File: src/local_bus_pkg.sv
package local_bus_pkg;

  localparam logic [7:0] CTRL_OFF = 8'h00;
  localparam logic [7:0] STATUS_OFF = 8'h04;
  localparam logic [7:0] EVENT_OFF = 8'h08;
  localparam logic [6:0] CTRL_RESET = 7'h00;
  localparam logic [7:0] STRAP_RESET = 8'h00;

  // Wait states before the local bus termination, per access kind, and the register retry limit.
  localparam logic [2:0] RETRY_WAITS = 3'h1;
  localparam logic [2:0] BURST_WR_WAITS = 3'h1;
  localparam logic [2:0] POSTED_WR_WAITS = 3'h1;
  localparam logic [2:0] DELAYED_WAITS = 3'h2;
  localparam logic [2:0] DELAYED_BURST_WAITS = 3'h1;
  localparam logic [2:0] UNALIGNED_EXTRA = 3'h1;
  localparam logic [2:0] REG_RD_WAITS = 3'h2;
  localparam logic [2:0] REG_WR_WAITS = 3'h5;
  localparam logic [2:0] DMA_WAITS = 3'h1;
  localparam logic [1:0] REG_RETRY_MAX = 2'h2;

  typedef enum logic [1:0] {
    S_IDLE = 2'b00,
    S_WAIT = 2'b01,
    S_ACK = 2'b11
  } slave_state_t;

  typedef enum logic [1:0] {
    M_IDLE = 2'b00,
    M_REQ = 2'b01,
    M_OWN = 2'b11
  } master_state_t;

  typedef enum logic [1:0] {
    K_REG = 2'b00,
    K_WIN = 2'b01,
    K_DMA = 2'b10
  } access_kind_t;

  typedef struct packed {
    logic sw_reset;
    logic proc_mode;
    logic bus16;
    logic narrow_port_sel;
    logic fast_term;
    logic dual_addr;
    logic dma_enable;
  } ctrl_t;

  typedef struct packed {
    logic pci_arbiter_strap;
    logic pci_disable_strap;
    logic id_select_enable;
    logic master_enable_strap;
    logic [1:0] test_mode_sel;
    logic burst_in_progress_n;
    logic size1;
  } strap_t;

  typedef struct packed {
    logic post_en;
    logic fifo_room;
    logic delayed_ready;
    logic reg_busy;
  } path_t;

endpackage : local_bus_pkg

File: src/local_bus_port.sv
// The Wishbone interface to the registers and the register addresses were left to the implementer.
`timescale 1ns/1ps
`default_nettype none

// Function
// - Peripheral DMA transfers use their own timing, not the slave wait table.
// - A retried access gets exactly one wait state before the retry.
// - Burst writes from the processor get one wait state.
// - Posted single writes get one wait state before acknowledge.
// - Completed delayed single reads and writes get two wait states.
// - Completed delayed burst reads get one wait state.
// - Register accesses are retried at most twice before completing.
// - Register reads acknowledge three clocks after start, writes six.
// - Take bus mastership only after others release busy and grant acknowledge.
// - Window select negated for single-address DMA, asserted for dual; address ignored.
// - The local address bus is not examined during peripheral DMA.
// - First mode: size acks driven only in dual-address standard termination.
// - Low size ack unused for DMA on a 16-bit port.
// - Low size ack never asserted while narrow port select is off.
// - Dual-address DMA never ends with retry or bus error.
// - Unaligned bursts get at least one extra wait state.
// - Second mode: transfer start input in both DMA modes, window as first mode.
// - Straps latch on rising local or PCI reset and falling board ok.
// - Reset out follows PCI reset; software transitions timed from PCI clock.
// - With window select asserted, image select low picks image 0, high image 1.
module local_bus_port
  import local_bus_pkg::*;
(
  input wire logic clk,
  input wire logic rst,
  input wire logic wb_cyc_i,
  input wire logic wb_stb_i,
  input wire logic wb_we_i,
  input wire logic [7:0] wb_adr_i,
  input wire logic [3:0] wb_sel_i,
  input wire logic [31:0] wb_dat_i,
  output logic [31:0] wb_dat_o,
  output logic wb_ack_o,
  input wire logic transfer_start_n,
  input wire logic address_strobe_n,
  input wire logic register_select_n,
  input wire logic bridge_window_select_n,
  input wire logic image_select,
  input wire logic read_write,
  input wire logic burst_n,
  input wire logic [3:0] local_addr_low,
  input wire local_bus_pkg::path_t path,
  output logic image_sel,
  output logic transfer_ack_n_o,
  output logic transfer_ack_oe_n,
  input wire logic transfer_ack_n_i,
  output logic retry_n_o,
  output logic retry_oe_n,
  output logic size_ack_high_n_o,
  output logic size_ack_high_oe_n,
  output logic size_ack_low_n_o,
  output logic size_ack_low_oe_n,
  input wire logic dma_ack_n,
  input wire logic dma_data_ready,
  output logic dma_request_n,
  input wire logic master_req,
  input wire logic master_done,
  input wire logic bus_grant_n,
  input wire logic grant_ack_n,
  input wire logic bus_busy_n_i,
  output logic bus_busy_n_o,
  output logic bus_busy_oe_n,
  output logic bus_request_n,
  output logic master_ack,
  input wire logic reset_in_n,
  input wire logic pci_rst_n,
  input wire logic pci_clk,
  input wire logic board_ok_n,
  input wire local_bus_pkg::strap_t strap_pins,
  output local_bus_pkg::strap_t strap_latched,
  output logic reset_out_n_o,
  output logic reset_out_oe_n
);
  import local_bus_pkg::*;

  ctrl_t ctrl_q;
  logic sel_err_q;
  slave_state_t state_q;
  access_kind_t kind_q;
  logic retry_q;
  logic write_q;
  logic [2:0] wait_q;
  logic [2:0] elapsed_q;
  logic [1:0] reg_retry_q;
  master_state_t mstate_q;
  logic reset_in_prev_q;
  logic pci_rst_prev_q;
  logic board_ok_prev_q;
  logic pci_clk_prev_q;
  logic sw_rst_pclk_q;
  logic wb_req;
  logic dma_cyc;
  logic reg_cyc;
  logic win_cyc;
  logic dma_window_ok;
  logic [3:0] plan;
  logic term_ok;

  // Returns {retry, waits} for an access through a bridge window.
  function automatic logic [3:0] window_plan(input logic wr, input logic burst, input logic unaligned,
                                             input path_t p);
    logic [2:0] extra;
    extra = unaligned ? UNALIGNED_EXTRA : 3'h0;
    if (wr && burst) begin
      window_plan = p.fifo_room ? {1'b0, 3'(BURST_WR_WAITS + extra)} : {1'b1, RETRY_WAITS};
    end else if (wr && p.post_en) begin
      window_plan = p.fifo_room ? {1'b0, POSTED_WR_WAITS} : {1'b1, RETRY_WAITS};
    end else if (burst) begin
      window_plan = p.delayed_ready ? {1'b0, 3'(DELAYED_BURST_WAITS + extra)} : {1'b1, RETRY_WAITS};
    end else begin
      window_plan = p.delayed_ready ? {1'b0, DELAYED_WAITS} : {1'b1, RETRY_WAITS};
    end
  endfunction : window_plan

  // Wishbone slave: answers every access one cycle after the strobe.
  assign wb_req = wb_cyc_i && wb_stb_i && !wb_ack_o;

  always_ff @(posedge clk or posedge rst) begin
    if (rst) begin
      wb_ack_o <= 1'b0;
      wb_dat_o <= 32'h0000_0000;
    end else begin
      wb_ack_o <= wb_req;
      if (wb_req && !wb_we_i) begin
        if (wb_adr_i == CTRL_OFF) begin
          wb_dat_o <= {25'h000_0000, ctrl_q};
        end else if (wb_adr_i == STATUS_OFF) begin
          wb_dat_o <= {16'h0000, sw_rst_pclk_q, 1'b0, mstate_q, reg_retry_q, state_q, strap_latched};
        end else if (wb_adr_i == EVENT_OFF) begin
          wb_dat_o <= {31'h0000_0000, sel_err_q};
        end else begin
          wb_dat_o <= 32'h0000_0000;
        end
      end
    end
  end

  always_ff @(posedge clk or posedge rst) begin
    if (rst) begin
      ctrl_q <= CTRL_RESET;
    end else if (wb_req && wb_we_i && wb_sel_i[0] && wb_adr_i == CTRL_OFF) begin
      ctrl_q <= wb_dat_i[6:0];
    end
  end

  // A DMA cycle whose window select disagrees with the mode is flagged; set wins over clear.
  always_ff @(posedge clk or posedge rst) begin
    if (rst) begin
      sel_err_q <= 1'b0;
    end else if (state_q == S_IDLE && dma_cyc && !dma_window_ok) begin
      sel_err_q <= 1'b1;
    end else if (wb_req && wb_we_i && wb_sel_i[0] && wb_adr_i == EVENT_OFF && wb_dat_i[0]) begin
      sel_err_q <= 1'b0;
    end
  end

  // The DMA qualifiers look at strobes and selects only, never at the address bus.
  assign dma_cyc = ctrl_q.dma_enable && !dma_ack_n
                   && (ctrl_q.proc_mode ? !transfer_start_n : !address_strobe_n);
  assign dma_window_ok = ctrl_q.dual_addr ? !bridge_window_select_n : bridge_window_select_n;
  assign reg_cyc = !transfer_start_n && !register_select_n;
  assign win_cyc = !transfer_start_n && !bridge_window_select_n;
  assign plan = window_plan(!read_write, !burst_n, local_addr_low != 4'h0, path);

  always_ff @(posedge clk or posedge rst) begin
    if (rst) begin
      state_q <= S_IDLE;
      kind_q <= K_REG;
      retry_q <= 1'b0;
      write_q <= 1'b0;
      wait_q <= 3'h0;
    end else begin
      case (state_q)
        S_IDLE: begin
          if (dma_cyc) begin
            if (dma_window_ok) begin
              state_q <= S_WAIT;
              kind_q <= K_DMA;
              retry_q <= 1'b0;
              write_q <= !read_write;
              wait_q <= DMA_WAITS;
            end
          end else if (reg_cyc) begin
            state_q <= S_WAIT;
            kind_q <= K_REG;
            write_q <= !read_write;
            if (path.reg_busy && reg_retry_q < REG_RETRY_MAX) begin
              retry_q <= 1'b1;
              wait_q <= RETRY_WAITS;
            end else begin
              retry_q <= 1'b0;
              wait_q <= read_write ? REG_RD_WAITS : REG_WR_WAITS;
            end
          end else if (win_cyc) begin
            state_q <= S_WAIT;
            kind_q <= K_WIN;
            write_q <= !read_write;
            retry_q <= plan[3];
            wait_q <= plan[2:0];
          end
        end
        S_WAIT: begin
          if (wait_q <= 3'h1) begin
            state_q <= S_ACK;
          end else begin
            wait_q <= wait_q - 3'h1;
          end
        end
        default: begin
          state_q <= S_IDLE;
        end
      endcase
    end
  end

  // Counts clocks since transfer start so that the ack clock can be checked.
  always_ff @(posedge clk or posedge rst) begin
    if (rst) begin
      elapsed_q <= 3'h0;
    end else if (state_q == S_IDLE) begin
      elapsed_q <= 3'h1;
    end else if (elapsed_q != 3'h7) begin
      elapsed_q <= elapsed_q + 3'h1;
    end
  end

  always_ff @(posedge clk or posedge rst) begin
    if (rst) begin
      reg_retry_q <= 2'h0;
    end else if (state_q == S_ACK && kind_q == K_REG) begin
      reg_retry_q <= retry_q ? reg_retry_q + 2'h1 : 2'h0;
    end
  end

  always_ff @(posedge clk or posedge rst) begin
    if (rst) begin
      image_sel <= 1'b0;
    end else if (state_q == S_IDLE && win_cyc && !dma_cyc && !reg_cyc) begin
      image_sel <= image_select;
    end
  end

  // Single-address DMA is ended by the far side; the device ends dual-address cycles only, in first mode only without fast termination.
  assign term_ok = state_q == S_ACK && !retry_q
                   && (kind_q != K_DMA || (ctrl_q.dual_addr && (ctrl_q.proc_mode || !ctrl_q.fast_term)));
  assign transfer_ack_n_o = 1'b0;
  assign transfer_ack_oe_n = !(term_ok && ctrl_q.proc_mode);
  assign size_ack_high_n_o = 1'b0;
  assign size_ack_high_oe_n = !(term_ok && !ctrl_q.proc_mode);
  assign size_ack_low_n_o = 1'b0;
  assign size_ack_low_oe_n = !(term_ok && !ctrl_q.proc_mode && ctrl_q.narrow_port_sel && !ctrl_q.bus16);
  assign retry_n_o = 1'b0;
  assign retry_oe_n = !(state_q == S_ACK && retry_q && kind_q != K_DMA);
  assign dma_request_n = !(ctrl_q.dma_enable && dma_data_ready);

  always_ff @(posedge clk or posedge rst) begin
    if (rst) begin
      mstate_q <= M_IDLE;
    end else begin
      case (mstate_q)
        M_IDLE: begin
          if (master_req) begin
            mstate_q <= M_REQ;
          end
        end
        M_REQ: begin
          if (!bus_grant_n && bus_busy_n_i && grant_ack_n) begin
            mstate_q <= M_OWN;
          end
        end
        default: begin
          if (master_done) begin
            mstate_q <= M_IDLE;
          end
        end
      endcase
    end
  end

  assign bus_request_n = mstate_q != M_REQ;
  assign bus_busy_n_o = 1'b0;
  assign bus_busy_oe_n = mstate_q != M_OWN;
  assign master_ack = mstate_q == M_OWN && !transfer_ack_n_i;

  always_ff @(posedge clk or posedge rst) begin
    if (rst) begin
      reset_in_prev_q <= 1'b0;
      pci_rst_prev_q <= 1'b0;
      board_ok_prev_q <= 1'b0;
      pci_clk_prev_q <= 1'b0;
    end else begin
      reset_in_prev_q <= reset_in_n;
      pci_rst_prev_q <= pci_rst_n;
      board_ok_prev_q <= board_ok_n;
      pci_clk_prev_q <= pci_clk;
    end
  end

  always_ff @(posedge clk or posedge rst) begin
    if (rst) begin
      strap_latched <= STRAP_RESET;
    end else if ((reset_in_n && !reset_in_prev_q) || (pci_rst_n && !pci_rst_prev_q)
                 || (!board_ok_n && board_ok_prev_q)) begin
      strap_latched <= strap_pins;
    end
  end

  // The software reset request only moves on a rising PCI clock edge.
  always_ff @(posedge clk or posedge rst) begin
    if (rst) begin
      sw_rst_pclk_q <= 1'b0;
    end else if (pci_clk && !pci_clk_prev_q) begin
      sw_rst_pclk_q <= ctrl_q.sw_reset;
    end
  end

  assign reset_out_n_o = 1'b0;
  assign reset_out_oe_n = pci_rst_n && !sw_rst_pclk_q;
endmodule : local_bus_port

`default_nettype wire

File: config.mk
export PLATFORM = sky130hd
export DESIGN_NAME = local_bus_port
export DESIGN_NICKNAME = d
export VERILOG_FILES = /design/src/local_bus_pkg.sv /design/src/local_bus_port.sv
export SDC_FILE = /design/constraint.sdc
export NUM_CORES = 1
export LEC_CHECK = 0
export ABC_CLOCK_PERIOD_IN_PS = 2050
export BUFFER_PORTS_ARGS = -buffer_cell sky130_fd_sc_hd__buf_2
export CAP_MARGIN = 20
export CORE_MARGIN = 4
export CORE_UTILIZATION = 44
export DETAILED_ROUTE_END_ITERATION = 8
export HOLD_SLACK_MARGIN = 0.15
export PLACE_DENSITY = 0.8
export SLEW_MARGIN = 25
export SYNTH_ARGS = -nofsm -noshare
export SYNTH_HDL_FRONTEND = slang
export SYNTH_SLANG_ARGS = --single-unit
File: constraint.sdc
create_clock -name clk -period 2.05 [get_ports clk]
set_input_delay 0.205 -clock clk [delete_from_list [all_inputs] [get_ports clk]]
set_output_delay 0.205 -clock clk [all_outputs]
set_load 0.05 [all_outputs]
==> results of run 1 <==
registers in the layout (all words and copies together), names as in the netlist:
signal	cells
sel_err_q	1
kind_q	2
mstate_q	2
pci_clk_prev_q	1
reset_in_prev_q	1
sw_rst_pclk_q	1
wait_q	3
wb_dat_o	15
image_sel	1
ctrl_q	7
strap_latched	8
retry_q	1
state_q	2
wb_ack_o	1
reg_retry_q	2
board_ok_prev_q	1
pci_rst_prev_q	1
stage by stage:
| step | setup WS [ns] | hold WS, ns | util [%] |
|---|---|---|---|
| 2_1_floorplan | 0.120 | 0.236 | - |
| 3_3_place_gp | 0.297 | 0.319 | 54.0 |
| 3_5_place_dp | 0.267 | 0.317 | 54.0 |
| 4_1_cts | 0.0257 | 0.155 | 59.9 |
| 5_1_grt | 0.0149 | 0.152 | 60.2 |
| 6_report | 0.0975 | 0.164 | 60.2 |
final cells by class:
| class | count | area, um2 | share of cell area, % |
|---|---|---|---|
| Sequential cell | 50 | 1250 | 37.6 |
| Multi-Input combinational cell | 159 | 1100 | 32.9 |
| Timing Repair Buffer | 117 | 714 | 21.4 |
| Tap cell | 72 | 90.1 | 2.70 |
| Clock buffer | 6 | 82.6 | 2.48 |
| Inverter | 18 | 67.6 | 2.03 |
| Clock inverter | 1 | 30.0 | 0.901 |
worst min-delay path by stage:
stage,from,to,slack (ns),depth (start not counted)
2_1_floorplan,board_ok_n,board_ok_prev_q$_DFF_PP0_,0.24,0
3_3_place_gp,rst,wb_dat_o[13]$_DFFE_PP0P_,0.32,2
3_5_place_dp,rst,mstate_q[0]$_DFFE_PP0P_,0.32,2
4_1_cts,strap_pins[4],strap_latched[4]$_DFFE_PP0P_,0.16,2
5_1_grt,strap_pins[4],strap_latched[4]$_DFFE_PP0P_,0.15,2
6_report,strap_pins[4],strap_latched[4]$_DFFE_PP0P_,0.16,2
power groups by stage:
stage | Combinational, mW | Sequential (mW) | Clock [mW]
floorplan | 0.619 | 1.34 | 0
global placement | 0.881 | 1.26 | 0
detailed placement | 0.908 | 1.27 | 0
CTS | 0.939 | 1.25 | 0.718
global route | 1.03 | 1.28 | 0.755
finish | 0.939 | 1.25 | 0.695
worst max-delay path, stage by stage (launching register included):
cell     delay (ns)
dfrtp_1        0.40
buf_4          0.17
nor3_2         0.18
o21ai_2        0.09
or3b_2         0.45
buf_6          0.17
cell families (layout without fill, tap and decap cells):
logic type      after synthesis  in the layout  share of synthesized area (%)
simple gates                 67             67                           15.0
flops                        50             50                           49.8
compound gates               48             48                           15.3
buf+inv                      45            142                           10.3
mux                          19             19                           8.46
fa+ha+maj                     2              2                          0.995
other cells                   1             23                          0.149
cell usage in the layout (no fill, tap or decap), types with 3 or more instances in the layout:
cell type / instances
a21oi_1: 3
a222oi_1: 6
a22o_1: 8
buf_2: 88
buf_4: 7
clkbuf_8: 6
conb_1: 23
dfrtp_1: 49
dlygate4sd3_1: 21
inv_1: 17
mux2_2: 17
nand2_1: 13
nand2b_1: 6
nand4_1: 3
nor2_1: 14
nor2b_1: 5
nor3_1: 4
o21ai_0: 9
or3_1: 3
what timing repair did:
action                                  4_1_cts  5_1_grt
endpoints found under the hold margin        48        0
hold buffers                                 21        0
resized for setup                             0        6
endpoints found under the setup margin        0        1
routing by layer:
metal	GRT usage, %	vias to the layer above	wire length (um)
met4	5.26	0	55
met3	3.36	6	454
met5	0	-	0
li1	-	1025	-
met2	28.3	89	2750
met1	21.2	984	2550
==> results.py, run 1 <==
metrics = {
    "critical_path": {
        "r2r_slack_ns": 0.24,
        "cp-start-kind": "register",
        "endpoint": "size_ack_low_oe_n",
        "worstReg2RegStart": "ctrl_q[0]$_DFFE_PP0P_",
        "worst_r2r_endpoint": "image_sel$_DFFE_PP0P_",
        "cp.required_ns": 1.85,
        "reg2reg_depth": 5,
        "startpoint": "ctrl_q[5]$_DFFE_PP0P_",
        "arrival_ns": 1.75,
        "path_max_fanout": 5,
        "crit_type": "reg2out",
        "end_kind": "primary output",
    },
    "clock_network": {
        "worstSkewPairLatency_ns": 0.29,
        "clockRootBuffer": "clkbuf_8",
        "cts_num_sinks": 50,
        "postCtsSetupBuffers": 0,
        "clock_path_buffers": 2,
        "cts_tree": "done",
        "clk_pin_slew_worst_paths_ns": 0.08,
        "numCtsBuffers": 5,
        "htree_levels": 2,
    },
    "job": {
        "cap_violations": 0,
    },
    "finish": {
        "antenna_cells": 0,
        "design_area_mm2": 0.00333,
        "stdcell_count": 423,
        "drive_above_1_share_pct": 37.9,
        "nFillCells": 494,
        "fin_nets": 437,
        "syn_to_final_growth_pct": 32.6,
    },
    "sta": {
        "fmax_mhz": 512,
        "worst_pin_slew_ns": 0.964,
        "hold_viol": 0,
        "grt_setup_unrepaired": "no",
        "finClkSkew_ns": 0.00406,
        "drv_slew": 0,
        "setup_violations": 0,
        "post-route-period-util_pct": 95.2,
        "slew-limit-headroom_pct": 35.7,
        "fin_setup_tns_ns": 0,
        "final.min_clock_period_ns": 1.95,
    },
    "routing": {
        "firstDrtPassIters": 4,
        "drc": 0,
        "drt-total-wl_um": 5810,
        "vias": 2104,
        "antenna_left": 0,
        "drtIter0Drc": 108,
        "via_per_inst": 4.97,
        "routedWlPerCell_um": 13.7,
    },
    "global_route": {
        "grt_pass1_vias": 2090,
        "grt-ovfl-total": 0,
        "grt_pass1_wl_um": 9540,
        "antenna_found_initial": 0,
        "grt_max_degree": 30,
        "grtUsageTotal_pct": 16.6,
    },
    "pwr": {
        "ir_drop_v": 0.000606,
        "intPower_mw": 1.86,
        "p_seq_share_pct": 43.3,
        "switching_share_pct": 35.5,
        "p_clk_share_pct": 24.1,
        "pwr-share-comb_pct": 32.6,
        "powerDensity_mw_per_mm2": 865,
        "p_leak_nw": 1.76,
        "power.net_switching_mw": 1.02,
        "power_mw": 2.88,
    },
    "placement": {
        "place_area_mm2": 0.00299,
        "gp_congestion": 0.774,
        "port_buffers": 89,
        "dp_cells": 395,
        "hpwlAfterDp_um": 4430,
    },
    "synthesis": {
        "synth_top_cell_by_area": "dfrtp_1",
        "yosys-top-cells-area": "dfrtp_1, mux2_2, buf_4, a22o_1, inv_1",
        "ys_top_cells_by_count": "dfrtp_1, buf_4, inv_1, mux2_2, nor2_1",
        "yosysSeqAreaShare_pct": 49.8,
        "yosysUniqueCellTypes": 52,
        "syn_inst": 232,
        "yosysMostFrequentCell": "dfrtp_1",
        "synth_edf_count": 0,
        "async_flop_share_pct": 100,
        "ys.flop_type": "dfrtp_1",
        "synth_top_cell_area_share_pct": 49.8,
        "ys_ff_latch": 50,
        "synth_area_per_cell_um2": 10.8,
        "synthesis.area_mm2": 0.00251,
        "yosys_warnings": 0,
    },
    "status": {
        "status": "complete, no violations",
    },
    "floorplan": {
        "coreArea_mm2": 0.00554,
        "fp.dieW_um": 83.6,
        "initial_core_util_pct": 45.4,
        "die_area_mm2": 0.00699,
        "ios": 141,
        "die_h_um": 83.6,
        "placement_rows": 27,
    },
    "min_path": {
        "hp-class": "in2reg",
    },
}
Note: power is estimated with default switching activity, not from simulation.
==> run 2: changes to the inputs <==
Settings changed: ABC_CLOCK_PERIOD_IN_PS 2050 to 2420, CORE_UTILIZATION 44 to 48, PLACE_DENSITY 0.8 to 0.86.
Clock period 2.05 ns to 2.42 ns, I/O delays scaled along.
==> run 2 against run 1 <==
Die area down 7.6%. Flip-flop and latch count did not move. Non-clock buffer count shrank 18. Clock power shrank 31%. Cell count decreased by 4.5%. Register-to-register slack better by 0.25 ns. Combinational power shrank 19%. Largest cell class unchanged.
==> results.py, run 2 (same netlist as run 1, synthesis figures left out) <==
metrics = {
    "placement": {
        "gp_congestion": 0.773,
        "dp_slack_ns": 0.511,
        "port_buffers": 89,
        "place_area_mm2": 0.00298,
        "hpwlAfterDp_um": 4370,
    },
    "critical_path": {
        "startpoint": "state_q[1]$_DFFE_PP0P_",
        "crit_chain": "nand2_1, nor3_1, o21ai_0, or3b_2, buf_2",
        "endpoint": "size_ack_low_oe_n",
        "cp.required_ns": 2.18,
        "r2r_slack_ns": 0.49,
        "crit_type": "reg2out",
        "reg2reg_depth": 5,
        "path_max_fanout": 7,
        "worst_r2r_endpoint": "image_sel$_DFFE_PP0P_",
        "end_kind": "primary output",
        "cp-start-kind": "register",
        "cpPeakStageDelay_ns": 0.46,
        "arrival_ns": 1.86,
        "critPathSlowestCell": "dfrtp_1",
        "worstReg2RegStart": "ctrl_q[5]$_DFFE_PP0P_",
    },
    "global_route": {
        "grt_max_degree": 51,
        "grt_pass1_wl_um": 9340,
        "grt_pass1_vias": 2027,
        "grt-ovfl-total": 0,
        "grtUsageTotal_pct": 18.5,
        "antenna_found_initial": 0,
    },
    "job": {
        "cap_violations": 0,
    },
    "finish": {
        "drive_above_1_share_pct": 38.3,
        "final_core_util_pct": 61.3,
        "largestRegisters": "wb_dat_o (15), strap_latched (8), ctrl_q (7)",
        "layout.cells.most_common": "buf_2",
        "mostFrequentLayoutCells": "buf_2, dfrtp_1, conb_1",
        "largest_register_ffs": 15,
        "design_area_mm2": 0.00313,
        "antenna_cells": 0,
        "regMostFlops": "wb_dat_o",
        "fin_nets": 419,
        "syn_to_final_growth_pct": 24.6,
    },
    "clock_network": {
        "cts_num_sinks": 50,
        "htree_levels": 2,
        "post_cts_resized": 0,
        "clockRootBuffer": "clkbuf_8",
        "clock_path_buffers": 2,
        "cts_tree": "done",
        "clk_pin_slew_worst_paths_ns": 0.10,
        "worstSkewPairLatency_ns": 0.30,
        "postCtsSetupBuffers": 0,
        "numCtsBuffers": 5,
    },
    "sta": {
        "slew-limit-headroom_pct": 53.5,
        "grt_setup_unrepaired": "no",
        "fin_setup_tns_ns": 0,
        "fin_ws_ns": 0.322,
        "drv_slew": 0,
        "final.min_clock_period_ns": 2.10,
        "fmax_mhz": 477,
        "worst_pin_slew_ns": 0.692,
        "finClkSkew_ns": 0.00983,
        "setup_violations": 0,
        "hold_viol": 0,
        "post-route-period-util_pct": 86.7,
    },
    "pwr": {
        "pwr-share-comb_pct": 33.2,
        "p_leak_nw": 1.66,
        "intPower_mw": 1.42,
        "p_seq_share_pct": 45.8,
        "p_clk_share_pct": 21.0,
        "ir_drop_v": 0.000393,
        "power.net_switching_mw": 0.877,
        "powerDensity_mw_per_mm2": 734,
        "switching_share_pct": 38.2,
    },
    "floorplan": {
        "coreArea_mm2": 0.00511,
        "fp.dieW_um": 80.4,
        "initial_core_util_pct": 49.2,
        "die_h_um": 80.4,
        "ios": 141,
        "placement_rows": 26,
        "die_area_mm2": 0.00646,
    },
    "routing": {
        "firstDrtPassIters": 5,
        "routedWlPerCell_um": 14.3,
        "antenna_left": 0,
        "drc": 0,
        "drt-total-wl_um": 5770,
        "vias": 2065,
        "via_per_inst": 5.11,
        "drtIter0Drc": 100,
    },
    "min_path": {
        "hp-class": "in2reg",
    },
    "status": {
        "status": "complete, no violations",
    },
}
==> run 2: through the flow <==
step	power, mW	instances	hold slack (ns)
floorplan	1.66	254	0.273
global placement	1.80	390	0.304
detailed placement	1.83	390	0.304
CTS	2.32	404	0.158
global route	2.45	404	0.151
finish	2.30	404	0.165
==> run 2: timing repair <==
item | CTS | global route
endpoints found under the hold margin | 55 | 0
endpoints found under the setup margin | 0 | 0
hold buffers | 6 | 0
==> run 2: layer usage <==
| layer | GRT usage (%) | part of all wire, % | wire (um) |
|---|---|---|---|
| met5 | 0 | 0 | 0 |
| met4 | 5.57 | 1.1 | 62 |
| met3 | 3.14 | 8.9 | 512 |
| met2 | 32.9 | 49 | 2830 |
| met1 | 22.9 | 41 | 2370 |
==> run 2: power by group through the flow <==
stage	combinational [mW]	clock [mW]	sequential, mW
after floorplan	0.523	0	1.14
after global placement	0.736	0	1.06
after detailed placement	0.760	0	1.07
after CTS	0.770	0.495	1.05
after global routing	0.843	0.530	1.07
final	0.763	0.482	1.05
==> run 2: critical path: cells and delay by family (launching register included) <==
| kind | cells | cell delay (ns) |
|---|---|---|
| flip-flops | 1 | 0.46 |
| buffers and inverters | 1 | 0.22 |
| AND/OR/NAND/NOR | 3 | 0.73 |
| AO/OA/AOI/OAI | 1 | 0.15 |
==> run 2: how the worst min path moves through the flow <==
stage	from	to	slack (ns)	depth (start not counted)
final	wb_dat_i[2]	ctrl_q[2]$_DFFE_PP0P_	0.17	2
after global routing	wb_dat_i[5]	ctrl_q[5]$_DFFE_PP0P_	0.15	2
after CTS	wb_dat_i[2]	ctrl_q[2]$_DFFE_PP0P_	0.16	2
after detailed placement	rst	wb_dat_o[2]$_DFFE_PP0P_	0.30	3
after global placement	rst	strap_latched[2]$_DFFE_PP0P_	0.30	3
after floorplan	board_ok_n	board_ok_prev_q$_DFF_PP0_	0.27	0
==> run 2: area by class of cell <==
type	instances	area, um2
fill	438	1980
sequential	50	1250
multi-input combinational	159	1090
timing repair buffer	99	548
tap	70	87.6
clock buffer	5	68.8
inverter	18	67.6
clock inverter	3	21.3
==> run 3: changes to the inputs <==
Settings changed: ABC_AREA set to 1, CORE_UTILIZATION 48 to 49.
==> run 3 against run 2 <==
Clock power increased by 19%. Utilization increased by 2.4 points. Sequential power about the same. Flip-flop and latch count did not move. Combinational power up 7.6%. Largest cell class unchanged.
==> results.py, run 3 <==
metrics = {
    "status": {
        "status": "complete, no violations",
    },
    "floorplan": {
        "initial_core_util_pct": 51.0,
        "die_area_mm2": 0.00663,
        "ios": 141,
        "fp.dieW_um": 81.4,
        "placement_rows": 26,
        "die_h_um": 81.4,
        "coreArea_mm2": 0.00517,
    },
    "critical_path": {
        "cp-start-kind": "register",
        "reg2reg_depth": 9,
        "critPathSlowestCell": "dfrtp_1",
        "arrival_ns": 1.53,
        "path_max_fanout": 6,
        "cp.required_ns": 2.18,
        "end_kind": "primary output",
        "r2r_slack_ns": 0.87,
        "cp_common_cell": "nand3_1",
        "cpPeakStageDelay_ns": 0.46,
        "crit_type": "reg2out",
        "crit_chain": "o21ai_0, nand3_1, nand3_1, nor2_1, nand3_1, buf_2",
    },
    "synthesis": {
        "ys_ff_latch": 50,
        "synth_edf_count": 0,
        "ys.flop_type": "dfrtp_1",
        "yosysMostFrequentCell": "nand2_1",
        "yosys-top-cells-area": "dfrtp_1, nand2_1, buf_4, inv_1, nand3_1",
        "synth-compound-area-share_pct": 12.4,
        "yosys_warnings": 0,
        "synthXorXnorAreaFrac_pct": 0.332,
        "yosysUniqueCellTypes": 34,
        "yosys.area_share.simple_pct": 22.2,
        "yosysSeqAreaShare_pct": 47.4,
        "ys_top_cells_by_count": "nand2_1, dfrtp_1, inv_1, buf_4",
        "synth_top_cell_by_area": "dfrtp_1",
        "synth_area_per_cell_um2": 8.41,
        "syn_inst": 314,
        "async_flop_share_pct": 100,
        "synth_fa_ha_area_share_pct": 0.948,
        "synthesis.area_mm2": 0.00264,
        "synth_top_cell_area_share_pct": 47.4,
        "synth_mux_area_share_pct": 1.56,
        "synth_top_family_by_area": "simple AND/OR/NAND/NOR gates",
    },
    "global_route": {
        "grt_pass1_vias": 2249,
        "grt_max_degree": 24,
        "grt_pass1_wl_um": 9730,
        "grt-ovfl-total": 0,
        "antenna_found_initial": 0,
        "grtUsageTotal_pct": 19.3,
    },
    "clock_network": {
        "cts_tree": "done",
        "htree_levels": 2,
        "numCtsBuffers": 5,
        "clock_path_buffers": 2,
        "postCtsSetupBuffers": 0,
        "clk_pin_slew_worst_paths_ns": 0.09,
        "worstSkewPairLatency_ns": 0.30,
        "clockRootBuffer": "clkbuf_8",
        "cts_num_sinks": 50,
    },
    "sta": {
        "final.min_clock_period_ns": 1.77,
        "grt_setup_unrepaired": "no",
        "fin_setup_tns_ns": 0,
        "setup_violations": 0,
        "fmax_mhz": 566,
        "finClkSkew_ns": 0.0109,
        "hold_viol": 0,
        "post-route-period-util_pct": 73.0,
        "drv_slew": 0,
    },
    "finish": {
        "nFillCells": 458,
        "drive_above_1_share_pct": 30.9,
        "syn_to_final_growth_pct": 24.8,
        "largestRegisters": "wb_dat_o (15), strap_latched (8), ctrl_q (7)",
        "largest_register_ffs": 15,
        "regMostFlops": "wb_dat_o",
        "layout.cells.most_common": "buf_2",
        "mostFrequentLayoutCells": "buf_2, nand2_1, dfrtp_1",
        "seq_area_mm2": 0.00125,
        "multiInputGateArea_mm2": 0.00107,
        "antenna_cells": 0,
        "fin_nets": 504,
    },
    "routing": {
        "drt-total-wl_um": 6250,
        "vias": 2329,
        "drc": 0,
        "antenna_left": 0,
        "via_per_inst": 4.77,
        "firstDrtPassIters": 4,
        "drtIter0Drc": 73,
        "routedWlPerCell_um": 12.8,
    },
    "pwr": {
        "ir_drop_v": 0.000429,
        "power_mw": 2.42,
        "powerDensity_mw_per_mm2": 734,
        "p_leak_nw": 1.80,
    },
    "placement": {
        "hpwlAfterDp_um": 4830,
        "gp_congestion": 0.838,
        "port_buffers": 89,
    },
    "min_path": {
        "hp-class": "in2reg",
        "hold_depth": 3,
    },
    "job": {
        "cap_violations": 0,
    },
}
-- run 3: cells by family after synthesis --
group / after synthesis
mux: 3
other cells: 1
xor+xnor: 1
fa+ha+maj: 2
flops: 50
buf+inv: 79
simple gates: 126
compound gates: 52
-- run 3: layout make-up --
| type | count | share of cell area, % |
|---|---|---|
| well taps | 70 | 2.66 |
| clock inverters | 2 | 1.18 |
| repair buffers | 104 | 17.8 |
| inverters | 50 | 5.70 |
| clock buffers | 5 | 2.09 |
| flip-flops and latches | 50 | 38.0 |
| multi-input cells | 207 | 32.6 |
-- run 3: critical path: cells and delay by family, from the launching register on --
kind                   cells  cell delay [ns]
DFF                        1             0.46
and+or+nand+nor            4             0.32
buffers and inverters      1             0.26
AOI/OAI and AO/OA          1             0.19
-- run 3: power breakdown --
group / leakage [nW] / internal [mW] / total, mW / switching [mW]
clock: 0.0542 / 0.304 / 0.574 / 0.270
combinational: 1.11 / 0.239 / 0.821 / 0.582
sequential: 0.626 / 0.942 / 1.02 / 0.0801
total: 1.80 / 1.49 / 2.42 / 0.932
-- run 3: final timing paths --
kind                                          start                           end
max                           ctrl_q[5]$_DFFE_PP0P_             size_ack_low_oe_n
min                                   strap_pins[3]  strap_latched[3]$_DFFE_PP0P_
max reg2reg                   ctrl_q[0]$_DFFE_PP0P_           retry_q$_DFFE_PP0P_
min reg2reg                wb_dat_o[13]$_DFFE_PP0P_      wb_dat_o[13]$_DFFE_PP0P_
max in group asynchronous                       rst            wb_ack_o$_DFF_PP0_
min in group asynchronous                       rst         image_sel$_DFFE_PP0P_
-- run 3: through the flow --
stage | utilization (%) | worst slack (ns) | instance area, um2 | hold slack, ns | instances
after floorplan | - | 0.757 | 2720 | 0.273 | 336
after global placement | 59.5 | 0.857 | 3080 | 0.139 | 470
after detailed placement | 59.5 | 0.828 | 3080 | 0.140 | 470
after CTS | 63.5 | 0.638 | 3280 | 0.150 | 487
after global routing | 63.7 | 0.552 | 3290 | 0.150 | 488
final | 63.7 | 0.652 | 3290 | 0.154 | 488
-- run 3: metal layers --
layer	vias to the layer above	share of wire, %	global-route usage (%)
met5	-	0	0
met3	16	7.4	3.99
met1	1066	39	21.8
li1	1164	-	-
met4	0	2.2	8.11
met2	83	52	34.9
-- run 3: what timing repair did --
action | CTS | global route
resized for setup | 0 | 0
hold buffers | 10 | 1
endpoints found under the hold margin | 60 | 1
